<file path="src/core/ctq_defines.vh">
// Purpose: Constants for the CAN transmit request ordering block
// Assumes: APB byte addresses, 32-bit words
// Notes: Header only, definitions
`ifndef CTQ_DEFINES_VH
`define CTQ_DEFINES_VH
`define CTQ_NBUF 8
`define CTQ_NDED 4
`define CTQ_NQ 4
`define CTQ_OFS_CTRL 12'h000
`define CTQ_OFS_STAT 12'h004
`define CTQ_OFS_TXADD 12'h008
`define CTQ_OFS_TXPEND 12'h00c
`define CTQ_OFS_QPUT 12'h010
`define CTQ_OFS_ISTAT 12'h014
`define CTQ_OFS_IMASK 12'h018
`define CTQ_OFS_EVT 12'h01c
`define CTQ_OFS_BUFID 12'h020
`define CTQ_OFS_BUFHDR 12'h024
`define CTQ_CTRL_INIT 0
`define CTQ_CTRL_CCE 1
`define CTQ_CTRL_FIFO 2
`define CTQ_CTRL_RESET 32'h0000_0003
`define CTQ_ACT_IDLE 2'h0
`define CTQ_ACT_RX 2'h2
`define CTQ_ACT_TX 2'h3
`define CTQ_IRQ_RXBUF 0
`define CTQ_IRQ_RXF0 1
`define CTQ_IRQ_RXF1 2
`define CTQ_IRQ_TXDONE 3
`define CTQ_IFS_BITS 3'h3
`define CTQ_EOF_BITS 4'h7
`define CTQ_FRAME_BITS 8'h40
`endif

</file>
<file path="src/core/ctq_hdr_mem.v">
// Purpose: Header memory of the transmit buffers (id, format, length)
// Assumes: One write port, one registered read port
// Notes: Read data valid one cycle after address
`timescale 1ns/100ps
module ctq_hdr_mem (
    input wire clk_sys_in,
    input wire wr_en_in,
    input wire [2:0] wr_addr_in,
    input wire [31:0] wr_data_in,
    input wire [2:0] rd_addr_in,
    output reg [31:0] rd_data_out
);
    reg [31:0] mem [0:7];
    always @(posedge clk_sys_in) begin
        if (wr_en_in) begin
            mem[wr_addr_in] <= wr_data_in;
        end
        rd_data_out <= mem[rd_addr_in];
    end
endmodule // ctq_hdr_mem

</file>
<file path="src/core/ctq_tx_order.v">
// Purpose: Transmit request ordering and interframe timing of a CAN node
// Assumes: APB slave; bit_tick_in is a one-cycle enable per bit time
// Notes: Buffers 0-3 dedicated, 4-7 queue; header word holds id[28:0],
//   bit 29 format, length code in bits 31:30 (short form)
// Behaviour
// - Same-id dedicated buffers go lowest number first
// - Put index picks lowest free queue buffer
// - Queue order follows storing buffer numbers
// - One add-request write requests all set bits; outside FIFO mode, queue bits only of claimed slots
// - FIFO mode drains in entry order
// - Activity state reads 10 while receiving
// - Dominant at third intermission bit starts frame
// - Receive new flags set at last EOF bit
// - Three intermission bits follow last EOF bit
// - Event record holds served buffer identity
//
// Added by the designer: the register addresses and the APB slave port.
`timescale 1ns/100ps
`include "ctq_defines.vh"
module ctq_tx_order (
    input wire clk_sys_in,
    input wire reset_in,
    input wire psel,
    input wire penable,
    input wire pwrite,
    input wire [11:0] paddr,
    input wire [31:0] pwdata,
    output wire [31:0] prdata,
    output wire pready,
    output wire pslverr,
    input wire bit_tick_in,
    input wire rx_bit_in,
    input wire rx_sof_in,
    input wire rx_eof_in,
    input wire rx_accept_in,
    input wire [1:0] rx_target_in,
    input wire arb_lost_in,
    input wire tx_ack_in,
    output wire [1:0] protocol_activity_state_out,
    output reg [31:0] tx_shift_hdr_out,
    output reg tx_start_out,
    output wire irq_out
);
    localparam S_IDLE = 3'd0;
    localparam S_LOAD = 3'd1;
    localparam S_TX = 3'd2;
    localparam S_RX = 3'd3;
    localparam S_EOF = 3'd4;
    localparam S_IFS = 3'd5;

    reg [2:0] state_ff;
    reg [2:0] nxt_state;
    reg [2:0] ctrl_ff;
    reg [7:0] pend_ff;
    reg [3:0] qused_ff;
    reg [3:0] istat_ff;
    reg [3:0] imask_ff;
    reg [2:0] sel_ff;
    reg [2:0] bufsel_ff;
    reg [31:0] evt_ff;
    reg [2:0] ifs_cnt_ff;
    reg [7:0] bit_cnt_ff;
    reg [31:0] rdata_ff;
    reg [7:0] order_ff [0:7];
    reg [7:0] seq_ff;
    reg [2:0] rd_addr;
    wire [31:0] mem_rdata;

    wire acc = psel & penable;
    wire wr = acc & pwrite;
    wire rd = acc & ~pwrite;
    wire wr_txadd = wr && paddr == `CTQ_OFS_TXADD;
    wire wr_hdr = wr && paddr == `CTQ_OFS_BUFHDR;
    wire fifo_mode = ctrl_ff[`CTQ_CTRL_FIFO];
    wire running = ~ctrl_ff[`CTQ_CTRL_INIT];
    // Reset word is a full bus word; only the low control bits exist
    wire [31:0] ctrl_rst = `CTQ_CTRL_RESET;

    assign pready = 1'b1;
    assign pslverr = 1'b0;
    assign prdata = rdata_ff;
    assign irq_out = |(istat_ff & imask_ff);
    assign protocol_activity_state_out =
        (state_ff == S_TX || state_ff == S_LOAD) ? `CTQ_ACT_TX :
        (state_ff == S_RX || state_ff == S_EOF) ? `CTQ_ACT_RX :
        `CTQ_ACT_IDLE;

    // Lowest free queue slot: a fixed priority scan, not a ring
    reg [2:0] put_idx;
    reg q_full;
    integer k;
    always @* begin
        put_idx = 3'd4;
        q_full = 1'b1;
        for (k = 3; k >= 0; k = k - 1) begin
            if (!qused_ff[k]) begin
                put_idx = 3'd4 + k[2:0];
                q_full = 1'b0;
            end
        end
    end

    // Pick next buffer. Dedicated/queue: lowest pending number wins,
    // so same-id groups leave in buffer order. FIFO mode: oldest entry.
    reg [2:0] pick;
    reg pick_ok;
    reg [7:0] best_seq;
    integer j;
    always @* begin
        pick = 3'd0;
        pick_ok = 1'b0;
        best_seq = 8'hff;
        for (j = 7; j >= 0; j = j - 1) begin
            if (pend_ff[j] && !fifo_mode) begin
                pick = j[2:0];
                pick_ok = 1'b1;
            end
        end
        if (fifo_mode) begin
            for (j = 0; j < 8; j = j + 1) begin
                if (pend_ff[j] && (!pick_ok ||
                    (order_ff[j] - seq_ff) < (best_seq - seq_ff))) begin
                    pick = j[2:0];
                    pick_ok = 1'b1;
                    best_seq = order_ff[j];
                end
            end
        end
    end

    always @* begin
        rd_addr = bufsel_ff;
        if (state_ff == S_IDLE || state_ff == S_IFS) begin
            rd_addr = pick;
        end
    end

    ctq_hdr_mem u_mem (
        .clk_sys_in(clk_sys_in),
        .wr_en_in(wr_hdr),
        .wr_addr_in(bufsel_ff),
        .wr_data_in(pwdata),
        .rd_addr_in(rd_addr),
        .rd_data_out(mem_rdata)
    );

    // Third intermission bit: pending request or dominant bus opens frame
    wire ifs_last = state_ff == S_IFS && ifs_cnt_ff == `CTQ_IFS_BITS - 3'd1;
    always @* begin
        nxt_state = state_ff;
        case (state_ff)
            S_IDLE: begin
                if (running && pick_ok) begin
                    nxt_state = S_LOAD;
                end else if (running && rx_sof_in) begin
                    nxt_state = S_RX;
                end
            end
            S_LOAD: nxt_state = S_TX;
            S_TX: begin
                if (arb_lost_in) begin
                    nxt_state = S_RX;
                end else if (tx_ack_in) begin
                    nxt_state = S_EOF;
                end
            end
            S_RX: begin
                if (rx_eof_in) begin
                    nxt_state = S_EOF;
                end
            end
            S_EOF: begin
                if (bit_tick_in && bit_cnt_ff == `CTQ_EOF_BITS - 8'd1) begin
                    nxt_state = S_IFS;
                end
            end
            S_IFS: begin
                if (bit_tick_in && ifs_last) begin
                    if (pick_ok) begin
                        nxt_state = S_LOAD;
                    end else if (!rx_bit_in) begin
                        nxt_state = S_RX;
                    end else begin
                        nxt_state = S_IDLE;
                    end
                end
            end
            default: nxt_state = S_IDLE;
        endcase
    end

    reg tx_was_ff;
    integer n;
    always @(posedge clk_sys_in or posedge reset_in) begin
        if (reset_in) begin
            state_ff <= S_IDLE;
            ctrl_ff <= ctrl_rst[2:0];
            pend_ff <= 8'h00;
            qused_ff <= 4'h0;
            istat_ff <= 4'h0;
            imask_ff <= 4'h0;
            sel_ff <= 3'd0;
            bufsel_ff <= 3'd0;
            evt_ff <= 32'h0000_0000;
            ifs_cnt_ff <= 3'd0;
            bit_cnt_ff <= 8'h00;
            rdata_ff <= 32'h0000_0000;
            seq_ff <= 8'h00;
            tx_shift_hdr_out <= 32'h0000_0000;
            tx_start_out <= 1'b0;
            tx_was_ff <= 1'b0;
            for (n = 0; n < 8; n = n + 1) begin
                order_ff[n] <= 8'h00;
            end
        end else begin
            state_ff <= nxt_state;
            tx_start_out <= 1'b0;
            if (state_ff == S_EOF || state_ff == S_IFS) begin
                if (bit_tick_in) begin
                    bit_cnt_ff <= bit_cnt_ff + 8'd1;
                end
            end else begin
                bit_cnt_ff <= 8'h00;
            end
            if (nxt_state == S_IFS && state_ff != S_IFS) begin
                ifs_cnt_ff <= 3'd0;
            end else if (state_ff == S_IFS && bit_tick_in) begin
                ifs_cnt_ff <= ifs_cnt_ff + 3'd1;
            end
            // Latch pick at decision; header read is registered
            if (nxt_state == S_LOAD) begin
                sel_ff <= pick;
            end
            if (state_ff == S_LOAD) begin
                tx_shift_hdr_out <= mem_rdata;
                tx_start_out <= 1'b1;
                tx_was_ff <= 1'b1;
            end
            if (state_ff == S_RX && nxt_state != S_RX) begin
                tx_was_ff <= 1'b0;
            end
            // Completion and write-one-clear; set beats clear
            begin : irq_upd
                reg [3:0] set_v;
                reg [3:0] clr_v;
                reg [7:0] pclr;
                reg [7:0] pset;
                set_v = 4'h0;
                clr_v = 4'h0;
                pclr = 8'h00;
                pset = 8'h00;
                if (state_ff == S_EOF && nxt_state == S_IFS) begin
                    if (!tx_was_ff && rx_accept_in) begin
                        set_v[rx_target_in] = 1'b1;
                    end
                    if (tx_was_ff) begin
                        set_v[`CTQ_IRQ_TXDONE] = 1'b1;
                        pclr[sel_ff] = 1'b1;
                        evt_ff <= {21'h00_0000, sel_ff,
                            tx_shift_hdr_out[7:0]};
                    end
                end
                if (wr && paddr == `CTQ_OFS_ISTAT) begin
                    clr_v = pwdata[3:0];
                end
                istat_ff <= (istat_ff & ~clr_v) | set_v;
                if (wr_txadd) begin
                    pset = pwdata[7:0];
                    if (!fifo_mode) begin
                        pset[7:4] = pset[7:4] & qused_ff;
                    end
                end
                if (wr_hdr && fifo_mode) begin
                    pset[bufsel_ff] = 1'b1;
                end
                pend_ff <= (pend_ff & ~pclr) | pset;
                for (n = 0; n < 8; n = n + 1) begin
                    if (pset[n] && !pend_ff[n]) begin
                        order_ff[n] <= seq_ff;
                    end
                end
                if (|pset) begin
                    seq_ff <= seq_ff + 8'd1;
                end
                if (pclr[sel_ff] && sel_ff[2]) begin
                    qused_ff[sel_ff[1:0]] <= 1'b0;
                end
            end
            if (wr && paddr == `CTQ_OFS_CTRL) begin
                ctrl_ff <= pwdata[2:0];
            end
            if (wr && paddr == `CTQ_OFS_IMASK) begin
                imask_ff <= pwdata[3:0];
            end
            if (wr && paddr == `CTQ_OFS_BUFID) begin
                bufsel_ff <= pwdata[2:0];
            end
            // Header write into a queue slot claims it outside FIFO mode
            if (wr_hdr && bufsel_ff[2] && !fifo_mode) begin
                qused_ff[bufsel_ff[1:0]] <= 1'b1;
            end
            if (psel && !penable && !pwrite) begin
                case (paddr)
                    `CTQ_OFS_CTRL: rdata_ff <= {29'h0, ctrl_ff};
                    `CTQ_OFS_STAT: rdata_ff <= {27'h0, state_ff,
                        protocol_activity_state_out};
                    `CTQ_OFS_TXPEND: rdata_ff <= {24'h0, pend_ff};
                    `CTQ_OFS_QPUT: rdata_ff <= {27'h0, q_full,
                        1'b0, put_idx};
                    `CTQ_OFS_ISTAT: rdata_ff <= {28'h0, istat_ff};
                    `CTQ_OFS_IMASK: rdata_ff <= {28'h0, imask_ff};
                    `CTQ_OFS_EVT: rdata_ff <= evt_ff;
                    `CTQ_OFS_BUFID: rdata_ff <= {29'h0, bufsel_ff};
                    default: rdata_ff <= 32'h0000_0000;
                endcase
            end
        end
    end
endmodule // ctq_tx_order

</file>
<file path="config.mk">
export PLATFORM = sky130hd
export DESIGN_NAME = ctq_tx_order
export DESIGN_NICKNAME = d
export VERILOG_FILES = /design/src/core/ctq_hdr_mem.v /design/src/core/ctq_tx_order.v
export VERILOG_INCLUDE_DIRS = /design/src /design/src/core
export SDC_FILE = /design/constraint.sdc
export NUM_CORES = 1
export LEC_CHECK = 0
export BUFFER_PORTS_ARGS = -buffer_cell sky130_fd_sc_hd__clkbuf_2
export CORE_MARGIN = 10
export CORE_UTILIZATION = 37
export CTS_CLUSTER_SIZE = 25
export DETAILED_ROUTE_END_ITERATION = 12
export GPL_TIMING_DRIVEN = 1
export PLACE_DENSITY = 0.62
export SYNTH_ARGS = -nofsm -noshare
export SYNTH_HDL_FRONTEND = slang
export SYNTH_HIERARCHICAL = 1
export SYNTH_SLANG_ARGS = --single-unit
export TNS_END_PERCENT = 20
</file>
<file path="constraint.sdc">
create_clock -name clk_sys_in -period 29.7 [get_ports clk_sys_in]
set_input_delay 5.94 -clock clk_sys_in [delete_from_list [all_inputs] [get_ports clk_sys_in]]
set_output_delay 5.94 -clock clk_sys_in [all_outputs]
set_load 0.01 [all_outputs]
</file>
Word level (Yosys, flattened, before mapping). Memories as Yosys holds them, arrays and structs flattened. A register that Yosys moved wholly into a read port is not among the register bits. Cells that the tools add are included.

$add $sub $neg: 19. Multiply operators: 0. Divide/modulo/power cells: 0. Order comparisons: 18. Equality and inequality tests: 21. Shift operators: 0. Muxes and demuxes: 109. Bitwise gates (word level): 15. Reduce and logical (&&, ||, !) cells: 90.

Operators with widths (count): $mux W8 (20); $sub A8 B8 Y8 (15); $pmux W11 S8 (1); $mux W3 (29); $lt A8 B8 Y1 (8); $logic_and A1 B1 Y1 (51); $eq A12 B5 Y1 const B (4); $mux W1 (40); $eq A12 B4 Y1 const B (2); $eq A12 B6 Y1 const B (2); $mux W4 (6); $logic_not A1 Y1 (20); $pmux W3 S6 (1); $add A8 B1 Y8 const B (2); $and A4 B4 Y4 (4); $or A8 B8 Y8 (2); $eq A12 B3 Y1 const B (1); $logic_not A12 Y1 (1); $logic_or A1 B1 Y1 (12); $mux W2 (6); $eq A3 B2 Y1 const B (3); $eq A3 B3 Y1 const B (3); $lt A2 B3 Y1 const B (3); $and A8 B8 Y8 (1); 23 further kinds (35).

Register bits after elaboration: 192. Latch bits: 0. Memory bits (writable): 256. Bits in read-only memories: 0. Bits of input ports: 58. Output and inout port bits: 70. Word-level logic and storage cells: 297. Memories: 1.

Memory list: u_mem.mem (depth 8, width 32, rd ports 1, clocked after memory_dff 1, wr ports 1, RTL line ctq_hdr_mem.v:13) `reg [31:0] mem [0:7];`.

Logic depth before layout (Yosys ltp).
Depth after elaboration: 69. Gate-level depth with buffers: 130. Gate-level depth less buffers: 122.

Hierarchy. Netlist, hierarchy kept.

Modules (own cells, without submodules): ctq_tx_order (instances 1, cells an instance 1419, area each 13808.2 um2, sequential area each 4281.6 um2); ctq_hdr_mem (instances 1, cells an instance 415, area each 10466.3 um2, sequential area each 8328.0 um2).

Least setup slack after synthesis. Ideal clock, no wire load.

Kind: register -> register. Start: register seq_ff[1]. End: register u_mem.rd_data_out[11] (read register of u_mem.mem). Library setup time: 0.121 ns. Arrival: 23.054 ns. Data required time: 29.579 ns. Slack: 6.525 ns. Stages on the path, launching flop included: 123. Buffers on the path: 9. Period minus slack after synthesis: 23.175 ns. Cell sequence: dfrtp_1 > inv_1 > ha_1 > a21o_1 > a21oi_1 > o21bai_1 > a21oi_1 > o21bai_1 > a21oi_1 > xnor2_1 > ha_1 > nand4_1 > o221ai_1 > o21ai_1 > clkbuf_1 > nor2b_1 > ha_1 > nor2b_1 > [87 not listed] > o21ai_0 > a21oi_1 > o21ai_0 > nand2b_1 > a21oi_1 > xor2_1 > xnor2_1 > ha_1 > nor4b_1 > nand2_1 > a31oi_1 > a211oi_1 > a22oi_1 > mux2_2 > buf_6 > buf_6 > mux4_1 > mux2_2.

Longest elaborated chain between the ends: 49. Elaborated cells between the ends (all ways): 85. Classes of those cells: add/sub (16); order compare (8); mux (38); reduce/logical (23).

RTL lines: from (decl) (RTL line ctq_tx_order.v:65) `reg [7:0] seq_ff;`; from (signal assigned) (RTL line ctq_tx_order.v:283) `seq_ff <= seq_ff + 8'd1;`; $sub A8 B8 Y8 (RTL line ctq_tx_order.v:122) `(order_ff[j] - seq_ff) < (best_seq - seq_ff))) begin`; $lt A8 B8 Y1 (RTL line ctq_tx_order.v:122); $logic_or A1 B1 Y1 (RTL line ctq_tx_order.v:121) `if (pend_ff[j] && (!pick_ok ||`; $logic_and A1 B1 Y1 (RTL line ctq_tx_order.v:121); $mux W8 (RTL line ctq_tx_order.v:121); $mux W8 (RTL line ctq_tx_order.v:119) `if (fifo_mode) begin`; $sub A8 B8 Y8 (RTL line ctq_tx_order.v:122); $lt A8 B8 Y1 (RTL line ctq_tx_order.v:122); [34 not listed]; $sub A8 B8 Y8 (RTL line ctq_tx_order.v:122); $lt A8 B8 Y1 (RTL line ctq_tx_order.v:122); $logic_or A1 B1 Y1 (RTL line ctq_tx_order.v:121); $logic_and A1 B1 Y1 (RTL line ctq_tx_order.v:121); $mux W3 * (RTL line ctq_tx_order.v:121); $mux W3 * (RTL line ctq_tx_order.v:119); $mux W3 * (RTL line ctq_tx_order.v:133) `if (state_ff == S_IDLE || state_ff == S_IFS) begin`; named net rd_addr[0] (RTL line ctq_tx_order.v:66) `reg [2:0] rd_addr;`; to (decl) (RTL line ctq_hdr_mem.v:11) `output reg [31:0] rd_data_out`.

The timed path passes the listed nets; every way through them passes the cells marked *. The select of a mux whose other input is x is not followed. A chain may end at the register's enable or synchronous reset.

Worst setup path in the final report.
Start: register seq_ff[3]. End: register u_mem.rd_data_out[19] (read register of u_mem.mem).

The elaborated chain is that of the path after synthesis.

==> results.md <==
- LEAKAGE: 11.16 nW
- Fmax: 37.87 MHz
- Max-cap violations: 0
- Setup Viol. Count Final: 0
- Hold Slack: 0.4552 ns
- Worst endpoint required time: 30.18 ns
- Routed via count: 15290
- CTS-repair resized insts: 0
- Setup Fix Bufs, Post-CTS: 0
- Main flop type after synthesis: edfxtp_1
- Most frequent cells in the layout: edfxtp_1, dfrtp_1, ha_1, mux2_2, nand2_1
- Crit-path slowest cell: dfrtp_1
- Synth warn: 6
- Clock buffer depth: 3
- Synthesized cell area: 24270 µm²
- RSZ-0062 raised after global routing: no
- Iter 0 DRT Violations: 1075
- Largest net degree at the start of global routing: 105
- Port Buf Inserts: 104
- Crit path arrival time: 26.89 ns
- Synth Register Bits: 459
- Register-to-Register Path Depth: 120
- TritonCTS Buffers: 49
- Met3 Usage GRT: 3.349%
- CP startpoint kind: flip-flop
- Status: complete, no violations
- IO Count: 128
- Mapped Cells: 1834
- Grt total ovfl: 0
- Hold Startpoint: u_mem/rd_data_out[6]
- Detail Placement HPWL: 40490 µm
- Initial core utilization: 37.52%
- Worst slew pin tran: 0.9441 ns
- Clock Skew: 0.02686 ns
- Worst Hold End: tx_shift_hdr_out[6]
- Slew Viols, Final: 0
- Clock latency on the worst-skew pair: 0.60 ns
- DIE HEIGHT: 276.1 µm
- EDFF count, synth: 256
- Sequential share of the synthesized area: 51.95%
- Initial DRT Pass Iterations: 5
- Area Overhead vs Synth: 12.39%
- Reg-to-reg critical path endpoint: u_mem/rd_data_out[19]
- Min cycle time layout: 26.40 ns
- Final core occ: 42.17%
- Flop-to-flop setup slack: 3.30 ns
- First-pass GRT wire length: 92400 µm
- Worst setup path category: flip-flop to flip-flop
- GR Layer Usage met1: 18.09%
- Share of Yosys cell area claimed by the top area cell type: 31.67%
- CTS tree: yes
- Synth async-reset ratio: 37.25%
- Synth Area per Inst: 13.24 µm²
- # hold bufs at CTS: 0
- M2 GR Usage: 26.54%
- Final worst path period share: 88.90%
- Gr usage total: 15.23%
- Hold Path Stages: 1
- Horiz. Die Dim: 276.1 µm
- Power Density: 64.38 nW/µm²
- Rel. slew slack: 36.82%
- Worst slack at placement: 3.632 ns
- Reg2reg start: seq_ff[3]
- Power, Total: 1.757 mW
- GR peak layer: met2
- Antenna violations before repair: 7
- DRT Wirelength: 59800 µm
- Root cell of the clock tree: clkbuf_16
- Hold Vio Cnt, Final: 0
- Max IR drop VDD: 0.00006169 V
- Clock sinks: 459
- Core Box Area: 64700 µm²
- Final #Nets: 2188
- Vias in the first global route: 15820
- Drt via density: 5.372
- Worst-path clk slew: 0.06 ns
- Num rows: 93
- Synth area leaders: edfxtp_1, dfrtp_1, ha_1, mux2_2, mux4_1
- CP endpoint kind: flip-flop
- Cell taking the most area after synthesis: edfxtp_1
- Gpl congestion: 0.8740
- Netlist cell types: 99
- Routed WL per cell: 21.01 µm
- Die area: 76250 µm²
- DRC: 0
- Post-route ant nets: 0
- Setup TNS Final: 0 ns
- Max H-tree Level: 2
- CP peak stage delay: 0.89 ns
- Most common cell after layout, fill and taps aside: edfxtp_1
- Critical path fanouts, max: 40
- CP most frequent cell: ha_1
- Worst min-delay path class: flip-flop to flip-flop
- Share of layout cells above drive strength 1: 21.91%
- Final setup margin: 3.297 ns
-- per-layer routing --
layer	up-vias	part of all wire [%]
li1	7080	-
met1	7643	41
met2	411	50
met3	143	5.8
met4	12	3.6
met5	-	0.14
-- cells by family (layout without fill, tap and decap cells) --
group | after synthesis | in the layout | synth area share [%]
AND/OR/NAND/NOR | 379 | 379 | 8.036
buffers and inverters | 152 | 287 | 3.139
flip-flops | 459 | 459 | 51.95
adder cells (fa/ha/maj) | 180 | 180 | 9.742
XOR/XNOR | 115 | 115 | 4.149
multiplexers | 217 | 217 | 13.63
other | 2 | 24 | 0.03094
AO/OA/AOI/OAI | 330 | 330 | 9.330
-- power breakdown --
part / switching (mW) / internal, mW / leakage [nW] / total (mW)
sequential: 0.0335 / 0.728 / 4.82 / 0.761
clock: 0.256 / 0.345 / 0.763 / 0.601
combinational: 0.183 / 0.211 / 5.57 / 0.395
total: 0.473 / 1.28 / 11.2 / 1.76
-- per-stage QoR --
step | area (µm²) | cells
detailed placement | 25690 | 2754
CTS | 27280 | 2845
global placement | 25690 | 2754
finish | 27280 | 2846
global route | 27280 | 2845
floorplan | 24350 | 1855
-- worst max path at each step --
| stage | start | end | cells after the start |
|---|---|---|---|
| floorplan | seq_ff[1] | u_mem/rd_data_out[11] | 122 |
| global placement | seq_ff[3] | u_mem/rd_data_out[8] | 119 |
| detailed placement | seq_ff[3] | u_mem/rd_data_out[14] | 120 |
| CTS | seq_ff[3] | u_mem/rd_data_out[19] | 120 |
| global route | seq_ff[3] | u_mem/rd_data_out[19] | 122 |
| finish | seq_ff[3] | u_mem/rd_data_out[19] | 120 |
-- cell usage after synthesis, drive strengths merged (11+ instances only) --
| cell type | number |
|---|---|
| edfxtp | 256 |
| dfrtp | 169 |
| ha | 165 |
| mux2 | 148 |
| nand2 | 126 |
| o21ai | 89 |
| nor2 | 85 |
| xnor2 | 70 |
| inv | 68 |
| a21oi | 67 |
| mux4 | 64 |
| buf | 57 |
| nand2b | 47 |
| xor2 | 45 |
| a21o | 35 |
| dfxtp | 32 |
| nor2b | 29 |
| clkbuf | 27 |
| nand3 | 23 |
| a22oi | 20 |
| a31oi | 20 |
| fa | 15 |
| o21bai | 13 |
| nand4 | 12 |
| nor3 | 11 |
| o21a | 11 |
-- state kept, by name (all words and copies together) (netlist names), 8 cells and up --
signal and cells:
u_mem/mem 256, prdata 11, bit_cnt_ff 8, seq_ff 8, tx_shift_hdr_out 32, evt_ff 11
pend_ff 8, u_mem/rd_data_out 32, order_ff 64
-- critical path, delay by kind of cell, from the launching register on --
kind	cells	cell delay, ns
mux	4	1.81
buf+inv	5	1.40
compound gates	56	10.77
flops	1	0.89
xor+xnor	11	1.58
fa+ha+maj	18	5.36
simple gates	26	4.42
-- area by class of cell --
class | instances | area (µm²)
clock buffer | 61 | 1281
multi-input combinational | 1244 | 11050
fill | 6020 | 37410
antenna | 1 | 2.502
clock inverter | 30 | 310.3
sequential | 459 | 12610
timing repair buffer | 128 | 700.7
tap | 855 | 1070
inverter | 68 | 262.8
Power figures use the tool's default switching activity.
